[config.mk]
export PLATFORM = sky130hd
export DESIGN_NAME = periodic_timer
export DESIGN_NICKNAME = d
export VERILOG_FILES = /design/src/include/periodic_timer_pkg.sv /design/src/rtl/periodic_timer.sv
export SDC_FILE = /design/constraint.sdc
export NUM_CORES = 1
export LEC_CHECK = 0
export BUFFER_PORTS_ARGS = -buffer_cell sky130_fd_sc_hd__buf_2
export CAP_MARGIN = 5
export CELL_PAD_IN_SITES_DETAIL_PLACEMENT = 1
export CELL_PAD_IN_SITES_GLOBAL_PLACEMENT = 1
export CORE_ASPECT_RATIO = 0.75
export CORE_UTILIZATION = 37
export DETAILED_ROUTE_END_ITERATION = 6
export GPL_TIMING_DRIVEN = 1
export PLACE_DENSITY = 0.84
export REMOVE_ABC_BUFFERS = 1
export SYNTH_ARGS = -nofsm -noshare
export SYNTH_HDL_FRONTEND = slang
export SYNTH_SLANG_ARGS = --single-unit
[constraint.sdc]
create_clock -name clk -period 5 [get_ports clk]
set_clock_uncertainty 0.05 [all_clocks]
set_input_delay 1 -clock clk [delete_from_list [all_inputs] [get_ports clk]]
set_output_delay 1 -clock clk [all_outputs]
set_load 0.05 [all_outputs]
[src/include/periodic_timer_pkg.sv]
// package: register map, field layout, reset values and state types of the periodic timer
package periodic_timer_pkg;

  // register byte offsets on the axi4-lite slave
  localparam logic [7:0] OFS_RUN_CONTROL   = 8'h00;
  localparam logic [7:0] OFS_MODE_CONTROL  = 8'h04;
  localparam logic [7:0] OFS_COUNT_LOW     = 8'h08;
  localparam logic [7:0] OFS_COUNT_HIGH    = 8'h0c;
  localparam logic [7:0] OFS_COMPARE_A_LOW = 8'h10;
  localparam logic [7:0] OFS_COMPARE_A_HI  = 8'h14;
  localparam logic [7:0] OFS_COMPARE_P_LOW = 8'h18;
  localparam logic [7:0] OFS_COMPARE_P_HI  = 8'h1c;
  localparam logic [7:0] MAP_LAST          = 8'h1f;

  // field positions in run control
  localparam int RUN_BIT_POS  = 3;
  localparam int EXT_SRC_POS  = 4;
  // field positions in timer_mode_output_control
  localparam int OP_MODE_POS  = 6;
  localparam int PIN_ACT_POS  = 4;
  localparam int OUT_CTL_POS  = 3;
  localparam int OUT_POL_POS  = 2;
  localparam int CAP_SRC_POS  = 1;
  localparam int CLR_SEL_POS  = 0;
  // high byte holds counter bits 9..8 in bits 1..0
  localparam int HIGH_BITS    = 2;

  // reset values
  localparam logic [7:0] MODE_CONTROL_RESET = 8'h00;
  localparam logic [9:0] VALUE_RESET        = 10'h000;
  localparam logic [10:0] FULL_PERIOD       = 11'h400;

  // axi responses
  localparam logic [1:0] RESP_OKAY   = 2'h0;
  localparam logic [1:0] RESP_SLVERR = 2'h2;

  typedef enum logic [1:0] {MODE_COMPARE, MODE_CAPTURE, MODE_PWM, MODE_TIMER} op_mode_t;
  typedef enum logic [1:0] {ACT_00, ACT_01, ACT_10, ACT_11} pin_action_t;

  // software-visible configuration
  typedef struct packed {
    logic        run_bit;
    logic        ext_src;
    op_mode_t    op_mode;
    pin_action_t pin_action;
    logic        output_control;
    logic        output_polarity;
    logic        capture_source_sel;
    logic        clear_select;
    logic [9:0]  compare_a_value;
    logic [9:0]  compare_p_value;
  } regs_t;

  // whole module state
  typedef struct packed {
    regs_t       regs;
    logic        run_d;
    logic [9:0]  counter;
    logic        out_level;
    logic        timer_out_pin;
    logic [2:0]  cap_sync;
    logic [2:0]  ext_sync;
    logic        aw_full;
    logic        w_full;
    logic [7:0]  awaddr;
    logic [7:0]  wdata;
    logic        wstrb0;
    logic        awready;
    logic        wready;
    logic        bvalid;
    logic [1:0]  bresp;
    logic        arready;
    logic        rvalid;
    logic [31:0] rdata;
    logic [1:0]  rresp;
  } state_t;

endpackage : periodic_timer_pkg

[src/rtl/periodic_timer.sv]
// periodic timer: 10-bit counter, two comparators, output and capture pins, axi4-lite registers
//
// Summary of operation
// [RQ1] mode field: 00 compare output, 01 capture, 10 pwm/single pulse, 11 timer.
// [RQ2] software stops the timer before changing the mode field.
// [RQ3] software keeps the output pin unused in timer/counter mode.
// [RQ4] compare mode: match A leaves, lowers, raises or toggles the output.
// [RQ5] pwm mode: action forces inactive, forces active, runs pwm, or single pulse.
// [RQ6] capture mode: capture on rising, falling, both edges, or not at all.
// [RQ7] a match requesting the present level causes no visible pin change.
// [RQ8] run bit rising edge returns the output to its initial level.
// [RQ9] software changes the pin action in pwm mode only while stopped.
// [RQ10] output control: initial level, pwm active level, single pulse start level.
// [RQ11] polarity bit set inverts the output pin.
// [RQ12] output control and polarity do nothing in timer/counter mode.
// [RQ13] capture source: capture pin when 0, external clock pin when 1.
// [RQ14] clear select 1 clears on match A, 0 on match P or overflow.
// [RQ15] overflow clearing happens only when compare P is all zero.
// [RQ16] clear select is ignored in pwm, single pulse and capture modes.
// [RQ17] counter reads only, low byte bits 7..0, high byte bits 9..8.
// [RQ18] compare A is 10-bit read/write in two bytes, reset zero.
// [RQ19] compare P is 10-bit read/write in two bytes, reset zero.
// [RQ20] counter is a 10-bit up-counter on internal or external clock.
// [RQ21] run rising edge zeroes the counter, falling edge freezes it.
module periodic_timer (
  // clock, reset, enable
  input  wire logic        clk,
  input  wire logic        rst,
  input  wire logic        ce,
  // axi4-lite write channels
  input  wire logic [7:0]  awaddr,
  input  wire logic        awvalid,
  output logic             awready,
  input  wire logic [31:0] wdata,
  input  wire logic [3:0]  wstrb,
  input  wire logic        wvalid,
  output logic             wready,
  output logic             bvalid,
  output logic [1:0]       bresp,
  input  wire logic        bready,
  // axi4-lite read channels
  input  wire logic [7:0]  araddr,
  input  wire logic        arvalid,
  output logic             arready,
  output logic             rvalid,
  output logic [31:0]      rdata,
  output logic [1:0]       rresp,
  input  wire logic        rready,
  // timer pins
  input  wire logic        capture_in_pin,
  input  wire logic        ext_clock_pin,
  output logic             timer_out_pin
);

  periodic_timer_pkg::state_t st;
  periodic_timer_pkg::state_t next_st;

  // compare P of zero means a full 1024-count period, i.e. clear on overflow
  function automatic logic [10:0] period_of(input logic [9:0] p);
    period_of = (p == 10'h000) ? periodic_timer_pkg::FULL_PERIOD : {1'b0, p};
  endfunction : period_of

  // register read mux; unmapped bytes of a word read as zero
  function automatic logic [31:0] read_word(input logic [7:0] a, input periodic_timer_pkg::state_t s);
    logic [7:0] b;
    b = 8'h00;
    unique case (a[4:2])
      3'h0: b = {3'h0, s.regs.ext_src, s.regs.run_bit, 3'h0};
      3'h1: b = {s.regs.op_mode, s.regs.pin_action, s.regs.output_control, s.regs.output_polarity,
                 s.regs.capture_source_sel, s.regs.clear_select};
      3'h2: b = s.counter[7:0];                                          // see [RQ17]
      3'h3: b = {6'h00, s.counter[9:8]};                                 // see [RQ17]
      3'h4: b = s.regs.compare_a_value[7:0];
      3'h5: b = {6'h00, s.regs.compare_a_value[9:8]};
      3'h6: b = s.regs.compare_p_value[7:0];
      3'h7: b = {6'h00, s.regs.compare_p_value[9:8]};
    endcase
    read_word = {24'h000000, b};
  endfunction : read_word

  function automatic logic mapped(input logic [7:0] a);
    mapped = (a <= periodic_timer_pkg::MAP_LAST);
  endfunction : mapped

  // combinational event terms shared by next-state logic and assertions
  logic        run_rise;
  logic        run_fall;
  logic        ext_rise;
  logic        cap_rise;
  logic        cap_fall;
  logic        tick;
  logic [10:0] cnt_inc;
  logic        a_hit;
  logic        p_hit;
  logic        single;
  logic        cap_edge;
  logic        do_write;

  always_comb
  begin
    run_rise = st.regs.run_bit && !st.run_d;
    run_fall = !st.regs.run_bit && st.run_d;
    ext_rise = st.ext_sync[1] && !st.ext_sync[2];
    // capture trigger taken from the selected pin
    cap_rise = st.regs.capture_source_sel ? ext_rise : (st.cap_sync[1] && !st.cap_sync[2]);  // see [RQ13]
    cap_fall = st.regs.capture_source_sel ? (!st.ext_sync[1] && st.ext_sync[2])
                                          : (!st.cap_sync[1] && st.cap_sync[2]);           // see [RQ13]
    // no tick in the run-rise cycle so the zeroed count is never overtaken
    tick     = st.regs.run_bit && st.run_d && (!st.regs.ext_src || ext_rise);            // see [RQ20]
    cnt_inc  = {1'b0, st.counter} + 11'h001;
    a_hit    = tick && (cnt_inc == {1'b0, st.regs.compare_a_value});
    p_hit    = tick && (cnt_inc == period_of(st.regs.compare_p_value));
    single   = (st.regs.op_mode == periodic_timer_pkg::MODE_PWM)
               && (st.regs.pin_action == periodic_timer_pkg::ACT_11);
    cap_edge = 1'b0;
    if (st.regs.op_mode == periodic_timer_pkg::MODE_CAPTURE)
    begin
      unique case (st.regs.pin_action)                                    // see [RQ6]
        periodic_timer_pkg::ACT_00: cap_edge = cap_rise;
        periodic_timer_pkg::ACT_01: cap_edge = cap_fall;
        periodic_timer_pkg::ACT_10: cap_edge = cap_rise || cap_fall;
        periodic_timer_pkg::ACT_11: cap_edge = 1'b0;
      endcase
    end
    do_write = st.aw_full && st.w_full && !st.bvalid;
  end

  // next state: synchronisers, timer core, then bus
  always_comb
  begin
    next_st = st;
    // two flops before use; bit 2 only serves edge detection
    next_st.cap_sync = {st.cap_sync[1:0], capture_in_pin};
    next_st.ext_sync = {st.ext_sync[1:0], ext_clock_pin};
    next_st.run_d    = st.regs.run_bit;

    // counter                                                           
    if (run_rise)
      next_st.counter = periodic_timer_pkg::VALUE_RESET;                // see [RQ21]
    else if (tick)
    begin
      unique case (st.regs.op_mode)                                     // see [RQ1]
        periodic_timer_pkg::MODE_COMPARE, periodic_timer_pkg::MODE_TIMER:
          if (st.regs.clear_select ? a_hit : p_hit)                     // see [RQ14] [RQ15]
            next_st.counter = periodic_timer_pkg::VALUE_RESET;
          else
            next_st.counter = cnt_inc[9:0];
        default:
          // clear select ignored; single pulse never clears on P
          if (p_hit && !single)                                         // see [RQ16]
            next_st.counter = periodic_timer_pkg::VALUE_RESET;
          else
            next_st.counter = cnt_inc[9:0];
      endcase
    end

    // output level before polarity
    if (run_rise)
      next_st.out_level = st.regs.output_control;                       // see [RQ8] [RQ10]
    if (st.regs.op_mode == periodic_timer_pkg::MODE_COMPARE && a_hit)
    begin
      // a set to the present level is invisible by construction
      unique case (st.regs.pin_action)                                  // see [RQ4] [RQ7]
        periodic_timer_pkg::ACT_00: next_st.out_level = st.out_level;
        periodic_timer_pkg::ACT_01: next_st.out_level = 1'b0;
        periodic_timer_pkg::ACT_10: next_st.out_level = 1'b1;
        periodic_timer_pkg::ACT_11: next_st.out_level = !st.out_level;
      endcase
    end
    if (single)
    begin
      // an external clock edge starts the pulse while stopped
      if (!st.regs.run_bit && ext_rise)
        next_st.regs.run_bit = 1'b1;
      if (a_hit)
      begin
        next_st.regs.run_bit = 1'b0;                                    // see [RQ5]
        next_st.out_level    = !st.regs.output_control;
      end
      if (run_fall)
        next_st.out_level = !st.regs.output_control;
    end
    else if (st.regs.op_mode == periodic_timer_pkg::MODE_PWM)
    begin
      // duty of compare A at or above the period gives 100%
      unique case (st.regs.pin_action)                                  // see [RQ5] [RQ10]
        periodic_timer_pkg::ACT_00: next_st.out_level = !st.regs.output_control;
        periodic_timer_pkg::ACT_01: next_st.out_level = st.regs.output_control;
        default:
          next_st.out_level = (next_st.counter < st.regs.compare_a_value) ? st.regs.output_control
                                                                          : !st.regs.output_control;
      endcase
    end

    // axi write path; software write wins over hardware run clear
    if (awvalid && st.awready)
    begin
      next_st.aw_full = 1'b1;
      next_st.awaddr  = awaddr;
    end
    if (wvalid && st.wready)
    begin
      next_st.w_full = 1'b1;
      next_st.wdata  = wdata[7:0];
      next_st.wstrb0 = wstrb[0];
    end
    if (st.bvalid && bready)
      next_st.bvalid = 1'b0;
    if (do_write)
    begin
      next_st.aw_full = 1'b0;
      next_st.w_full  = 1'b0;
      next_st.bvalid  = 1'b1;
      next_st.bresp   = mapped(st.awaddr) ? periodic_timer_pkg::RESP_OKAY : periodic_timer_pkg::RESP_SLVERR;
      if (mapped(st.awaddr) && st.wstrb0)
      begin
        unique case (st.awaddr[4:2])
          3'h0:
          begin
            next_st.regs.run_bit = st.wdata[periodic_timer_pkg::RUN_BIT_POS];
            next_st.regs.ext_src = st.wdata[periodic_timer_pkg::EXT_SRC_POS];
          end
          3'h1:
          begin
            next_st.regs.op_mode            = periodic_timer_pkg::op_mode_t'(st.wdata[periodic_timer_pkg::OP_MODE_POS +: 2]);
            next_st.regs.pin_action         = periodic_timer_pkg::pin_action_t'(st.wdata[periodic_timer_pkg::PIN_ACT_POS +: 2]);
            next_st.regs.output_control     = st.wdata[periodic_timer_pkg::OUT_CTL_POS];
            next_st.regs.output_polarity    = st.wdata[periodic_timer_pkg::OUT_POL_POS];
            next_st.regs.capture_source_sel = st.wdata[periodic_timer_pkg::CAP_SRC_POS];
            next_st.regs.clear_select       = st.wdata[periodic_timer_pkg::CLR_SEL_POS];
          end
          3'h4: next_st.regs.compare_a_value[7:0] = st.wdata;           // see [RQ18]
          3'h5: next_st.regs.compare_a_value[9:8] = st.wdata[1:0];      // see [RQ18]
          3'h6: next_st.regs.compare_p_value[7:0] = st.wdata;           // see [RQ19]
          3'h7: next_st.regs.compare_p_value[9:8] = st.wdata[1:0];      // see [RQ19]
          default: next_st.regs = next_st.regs;                         // counter bytes ignore writes
        endcase
      end
    end
    next_st.awready = !next_st.aw_full && !next_st.bvalid;
    next_st.wready  = !next_st.w_full && !next_st.bvalid;

    // capture has priority over a same-cycle software write to compare A
    if (cap_edge)
      next_st.regs.compare_a_value = st.counter;                        // see [RQ6]

    // axi read path
    if (st.rvalid && rready)
      next_st.rvalid = 1'b0;
    if (arvalid && st.arready)
    begin
      next_st.rvalid = 1'b1;
      next_st.rdata  = mapped(araddr) ? read_word(araddr, st) : 32'h00000000;
      next_st.rresp  = mapped(araddr) ? periodic_timer_pkg::RESP_OKAY : periodic_timer_pkg::RESP_SLVERR;
    end
    next_st.arready = !next_st.rvalid;

    // pin unused in timer mode, so control and polarity have no effect there
    next_st.timer_out_pin = (next_st.regs.op_mode == periodic_timer_pkg::MODE_TIMER) ? 1'b0  // see [RQ12]
                            : (next_st.out_level ^ next_st.regs.output_polarity);          // see [RQ11]
  end

  // state register; ce low freezes everything
  always_ff @(posedge clk)
  begin
    if (rst)
    begin
      st                       <= '0;
      st.regs.op_mode          <= periodic_timer_pkg::MODE_COMPARE;
      st.regs.pin_action       <= periodic_timer_pkg::ACT_00;
      st.regs.compare_a_value  <= periodic_timer_pkg::VALUE_RESET;
      st.regs.compare_p_value  <= periodic_timer_pkg::VALUE_RESET;
      st.counter               <= periodic_timer_pkg::VALUE_RESET;
      st.awready               <= 1'b1;
      st.wready                <= 1'b1;
      st.arready               <= 1'b1;
    end
    else if (ce)
      st <= next_st;
  end

  // outputs straight from state flops
  assign awready       = st.awready;
  assign wready        = st.wready;
  assign bvalid        = st.bvalid;
  assign bresp         = st.bresp;
  assign arready       = st.arready;
  assign rvalid        = st.rvalid;
  assign rdata         = st.rdata;
  assign rresp         = st.rresp;
  assign timer_out_pin = st.timer_out_pin;
endmodule : periodic_timer

# After elaboration in Yosys (flattened, before gate mapping)
# Cells that the tools add are included.
[totals] ff_bits=109 latch_bits=0 ramBits=0 rom_bits=0 wordCells=162 n_memories=0
[op_classes] add_sub_neg=1 n_mul=0 div_mod_pow=0 order_cmp=3 eq_ne=21 n_shift=0 muxes=44 bitwise=1 reduce_logical=61
[op_table] cell="8-bit one-hot mux with 8 select lines" n=1
[op_table] cell="10-bit 2-to-1 mux" n=6
[op_table] cell="30-bit 2-to-1 mux" n=2
[op_table] cell="35-bit 2-to-1 mux" n=1
[op_table] cell="8-bit 2-to-1 mux" n=4
[op_table] cell="3-bit == test, second input constant" n=8
[op_table] cell="1-bit logical AND" n=24
[op_table] cell="4-bit AND reduction" n=6
[op_table] cell="1-bit 2-to-1 mux" n=19
[op_table] cell="8-bit by 5-bit <= comparator with 1-bit output, second input constant" n=2
[op_table] cell="1-bit zero test" n=15
[op_table] cell="2-bit 2-to-1 mux" n=6
[op_table] cell="10-bit by 1-bit adder with 11-bit output, second input constant" n=1
[op_table] cell="11-bit by 10-bit == test with 1-bit output" n=1
[op_table] cell="11-bit == test" n=1
[op_table] cell="11-bit 2-to-1 mux" n=1
[op_table] cell="2-bit == test, second input constant" n=5
[op_table] cell="10-bit zero test" n=1
[op_table] cell="10-bit less-than comparator" n=1
[op_table] cell="1-bit one-hot mux with 4 select lines" n=2
[op_table] cell="2-bit AND reduction" n=4
[op_table] cell="2-bit nonzero test" n=4
[op_table] cell="3-bit by 1-bit == test with 1-bit output, second input constant" n=2
[op_table] cell="3-bit by 2-bit == test with 1-bit output, second input constant" n=2
[op_table] cell="8 further kinds" n=12

# Depth between registers and ports, before layout
[logic_depth] ltp_word=17 depth_mapped=24

# Least setup slack after synthesis
# OpenSTA, ideal clock, no wires.
[synth_timing] kind="register -> register" from="register st[69] (netlist bit)" to="register st[67] (netlist bit)" arrival_time_ns=4.510 required_ns=4.818 path_slack_ns=0.308 stages_incl_launch_ff=23 n_path_buf=2 synth_period_minus_slack_ns=4.692 cell_sequence="dfxtp_1 > ha_1 > xor2_1 > a2111oi_0 > o221ai_1 > a2111oi_1 > a31o_1 > or2_1 > buf_2 > buf_4 > o21ai_0 > nand2_1 > nand2_1 > ha_1 > or3_1 > o21ai_0 > a21oi_1 > o41ai_1 > a211oi_1 > a2111oi_2 > nand2b_1 > o211ai_1 > a21oi_1"
[synth_rtl] element="start: declaration" line="periodic_timer.sv:55" source="periodic_timer_pkg::state_t st;"
[synth_rtl] element="start signal: assignment" line="periodic_timer.sv:279" source="st <= next_st;"

==> impl_metrics.env <==
export IMPL_final_nets=845
export IMPL_r2r_slack_ps=60
export IMPL_final_cell_area_sq_um=6570
export IMPL_dr_pass1_iters=5
export IMPL_grt_pass1_wl_microns=29700
export IMPL_finalWirelength_microns=19600
export IMPL_worstMarginPinSlew_ps=860
export IMPL_layout_min_cycle_time_ps=4940
export IMPL_endpoint_kind="register"
export IMPL_clk_latency_ps=360
export IMPL_ff_latch_area_sq_um=1640
export IMPL_whs_path_depth=2
export IMPL_p_leak_nw=2.58
export IMPL_grt_antenna_before_repair=0
export IMPL_hp_class="register to register"
export IMPL_cts_max_path_buffers=2
export IMPL_clk_pin_slew_ps=80
export IMPL_hold_buffers=0
export IMPL_path_max_fanout=9
export IMPL_cts_buffers=9
export IMPL_r2r_end="st[67]$_SDFFE_PP0P_"
export IMPL_multi_input_area_sq_um=3380
export IMPL_arrival_ps=5100
export IMPL_grtUsageTotal=0.263
export IMPL_cpLargestDelayFamily="compound AO/OA/AOI/OAI gates"
export IMPL_clock_sinks=81
export IMPL_initial_core_util=0.381
export IMPL_grt_overflow=0
export IMPL_cts_tree="built"
export IMPL_htreeDepth=3
export IMPL_drt_wirelength_per_cell_microns=20.7
export IMPL_cp_required_ps=5160
export IMPL_synthArstFlopShare=0
export IMPL_setup_violations_final=0
export IMPL_globalplace_congestion=0.967
export IMPL_fillers=1690
export IMPL_hold_end="st[55]$_SDFFE_PP0P_"
export IMPL_drc=0
export IMPL_io_pins=104
export IMPL_hp_start="st[55]$_SDFFE_PP0P_"
export IMPL_p_per_area_nw_per_um2=245
export IMPL_start_kind="register"
export IMPL_regMostFlops="st"
export IMPL_cts_root_buf="clkbuf_16"
export IMPL_drv_cap=0
export IMPL_drv_slew=0
export IMPL_largest_register_ffs=60
export IMPL_synth_seq_area_share=0.310
export IMPL_die_area_sq_um=14600
export IMPL_ys_flop_type="dfxtp_1"
export IMPL_ant_nets=0
export IMPL_areaGrowthSynthToFinish_pct=25.5
export IMPL_finalHoldViolCount=0
export IMPL_critical_path_slowest_cell="or3_4"
export IMPL_relSlewSlack=0.427
export IMPL_avgViaCountPerCell=5.70
export IMPL_crit_chain="ha_4, buf_4, and2_1, nor3b_1, o21ai_0, a31o_2, nor4b_2, or2_4, buf_12, o21ai_0, nand2_1, nand2_2, ha_4, or3_4, o21ai_2, a21oi_2, o41ai_2, buf_4, a211oi_2, a2111oi_4, nand2b_1, o211ai_1, a21oi_1"
export IMPL_hold_worst_slack_ps=410
export IMPL_die_x_microns=139
export IMPL_avgSynthCellArea_sq_um=7.74
export IMPL_syn_inst=676
export IMPL_die_height_microns=105
export IMPL_status="finished, final reports clean"
export IMPL_synth_edff_count=0
export IMPL_ys_ff_latch=81
export IMPL_core_sq_um=13700
export IMPL_fmax_mhz=203
export IMPL_num_rows=37
export IMPL_ff2ff_path_depth=23
export IMPL_hpwl_microns=13900
export IMPL_worstSetupPathType="register to register"
export IMPL_post_dp_cell_area_sq_um=5920
export IMPL_first_iter_violations=301
export IMPL_ys_types=74
export IMPL_first_global_vias=5532
export IMPL_synth_area_sq_um=5240
export IMPL_slowest_delay_ps=380
export IMPL_post_route_period_util=0.987
export IMPL_io_buffers=46
export IMPL_yosys_warnings=0
export IMPL_r2r_start="st[68]$_SDFFE_PP0P_"
export IMPL_via_count=5413
export IMPL_antennaDiodeCount=0
export IMPL_worst_path_buf_inv=3
export IMPL_drive_above_1_share=0.262
export IMPL_ir_worst_vdd_v=0.000188
export IMPL_grt_start_max_net_pins=80
## worst max-delay path by stage
stage,depth (start not counted),to,from
floorplan,20,st[67]$_SDFFE_PP0P_,st[68]$_SDFFE_PP0P_
global placement,24,st[67]$_SDFFE_PP0P_,st[68]$_SDFFE_PP0P_
detailed placement,24,st[67]$_SDFFE_PP0P_,st[68]$_SDFFE_PP0P_
CTS,23,st[67]$_SDFFE_PP0P_,st[69]$_SDFFE_PP0P_
global route,23,st[67]$_SDFFE_PP0P_,st[68]$_SDFFE_PP0P_
finish,23,st[67]$_SDFFE_PP0P_,st[68]$_SDFFE_PP0P_
## worst reg2reg max path: cells and delay by family (launching register included)
| family | cells | cell delay, ps |
|---|---|---|
| adder cells (fa/ha/maj) | 2 | 390 |
| AND/OR/NAND/NOR | 8 | 1710 |
| buffers and inverters | 3 | 500 |
| AO/OA/AOI/OAI | 10 | 1770 |
| flip-flops | 1 | 360 |
## synth_stat cells, drive strengths merged (5+ instances only)
cell	number	area share
nand2	94	0.068
dfxtp	81	0.31
nor2	70	0.050
buf	52	0.070
a21oi	46	0.044
mux2i	26	0.050
clkbuf	25	0.018
o21ai	23	0.022
inv	21	0.015
a22oi	16	0.023
nand3	14	0.014
nor3	14	0.013
ha	13	0.031
a211oi	11	0.016
and3	11	0.013
nand2b	11	0.013
xnor2	11	0.018
nand3b	10	0.014
nor2b	10	0.012
a311oi	9	0.016
nor3b	7	0.010
o21a	7	0.010
o211ai	6	0.0086
o22ai	6	0.0072
xor2	6	0.010
a21o	5	0.0072
and2	5	0.0060
or4	5	0.0079
## power breakdown
group          total, mW  switching (mW)  leakage [nW]  internal [mW]
clock              0.686           0.330         0.149          0.356
sequential         0.681          0.0212         0.662          0.659
combinational      0.240           0.162          1.77         0.0773
## per-layer routing
layer  up-vias  track usage  wire length, microns
met5         -            0                     0
met3        47       0.0490                  1180
li1       2532            -                     -
met1      2670        0.338                  8660
met4         0       0.0960                   481
met2       164        0.436                  9310
## cells in the final DEF, fill, tap and decap left out, types with 13 or more instances in the layout
master,n
conb_1,26
inv_1,21
nand3_1,13
a22oi_1,16
mux2i_1,26
nand2_1,90
buf_4,82
buf_2,46
nor2_1,67
a21oi_1,44
dfxtp_1,75
o21ai_0,16
## through the flow
| stage | utilization | std cells | total power [mW] | TNS (ps) | setup WS (ps) |
|---|---|---|---|---|---|
| floorplan | - | 624 | 0.822 | 0 | 178 |
| global placement | 0.430 | 923 | 0.905 | -402 | -223 |
| detailed placement | 0.430 | 923 | 0.915 | -765 | -412 |
| CTS | 0.455 | 940 | 1.60 | 0 | 32.2 |
| global route | 0.478 | 950 | 1.66 | -167 | -101 |
| finish | 0.478 | 950 | 1.61 | 0 | 63.3 |
## repair_timing
item                                    CTS  global route
cloned                                    0             1
endpoints found under the setup margin    2             2
endpoints found under the hold margin     0             0
setup buffers                             1             9
gates resized for setup                   6            56
pin swaps                                 4            22
## layout make-up
| type | count | area share |
|---|---|---|
| well taps | 175 | 0.0333 |
| clock buffers | 9 | 0.0343 |
| repair buffers | 135 | 0.145 |
| inverters | 21 | 0.0120 |
| flip-flops and latches | 81 | 0.250 |
| clock inverters | 7 | 0.0116 |
| multi-input cells | 522 | 0.514 |
## cell families after synthesis
group | share of synthesized area
other | 0.000716
AND/OR/NAND/NOR | 0.250
adder cells (fa/ha/maj) | 0.0311
AO/OA/AOI/OAI | 0.217
buffers and inverters | 0.103
multiplexers | 0.0562
XOR/XNOR | 0.0327
flip-flops | 0.310
Power figures use the tool's default switching activity.
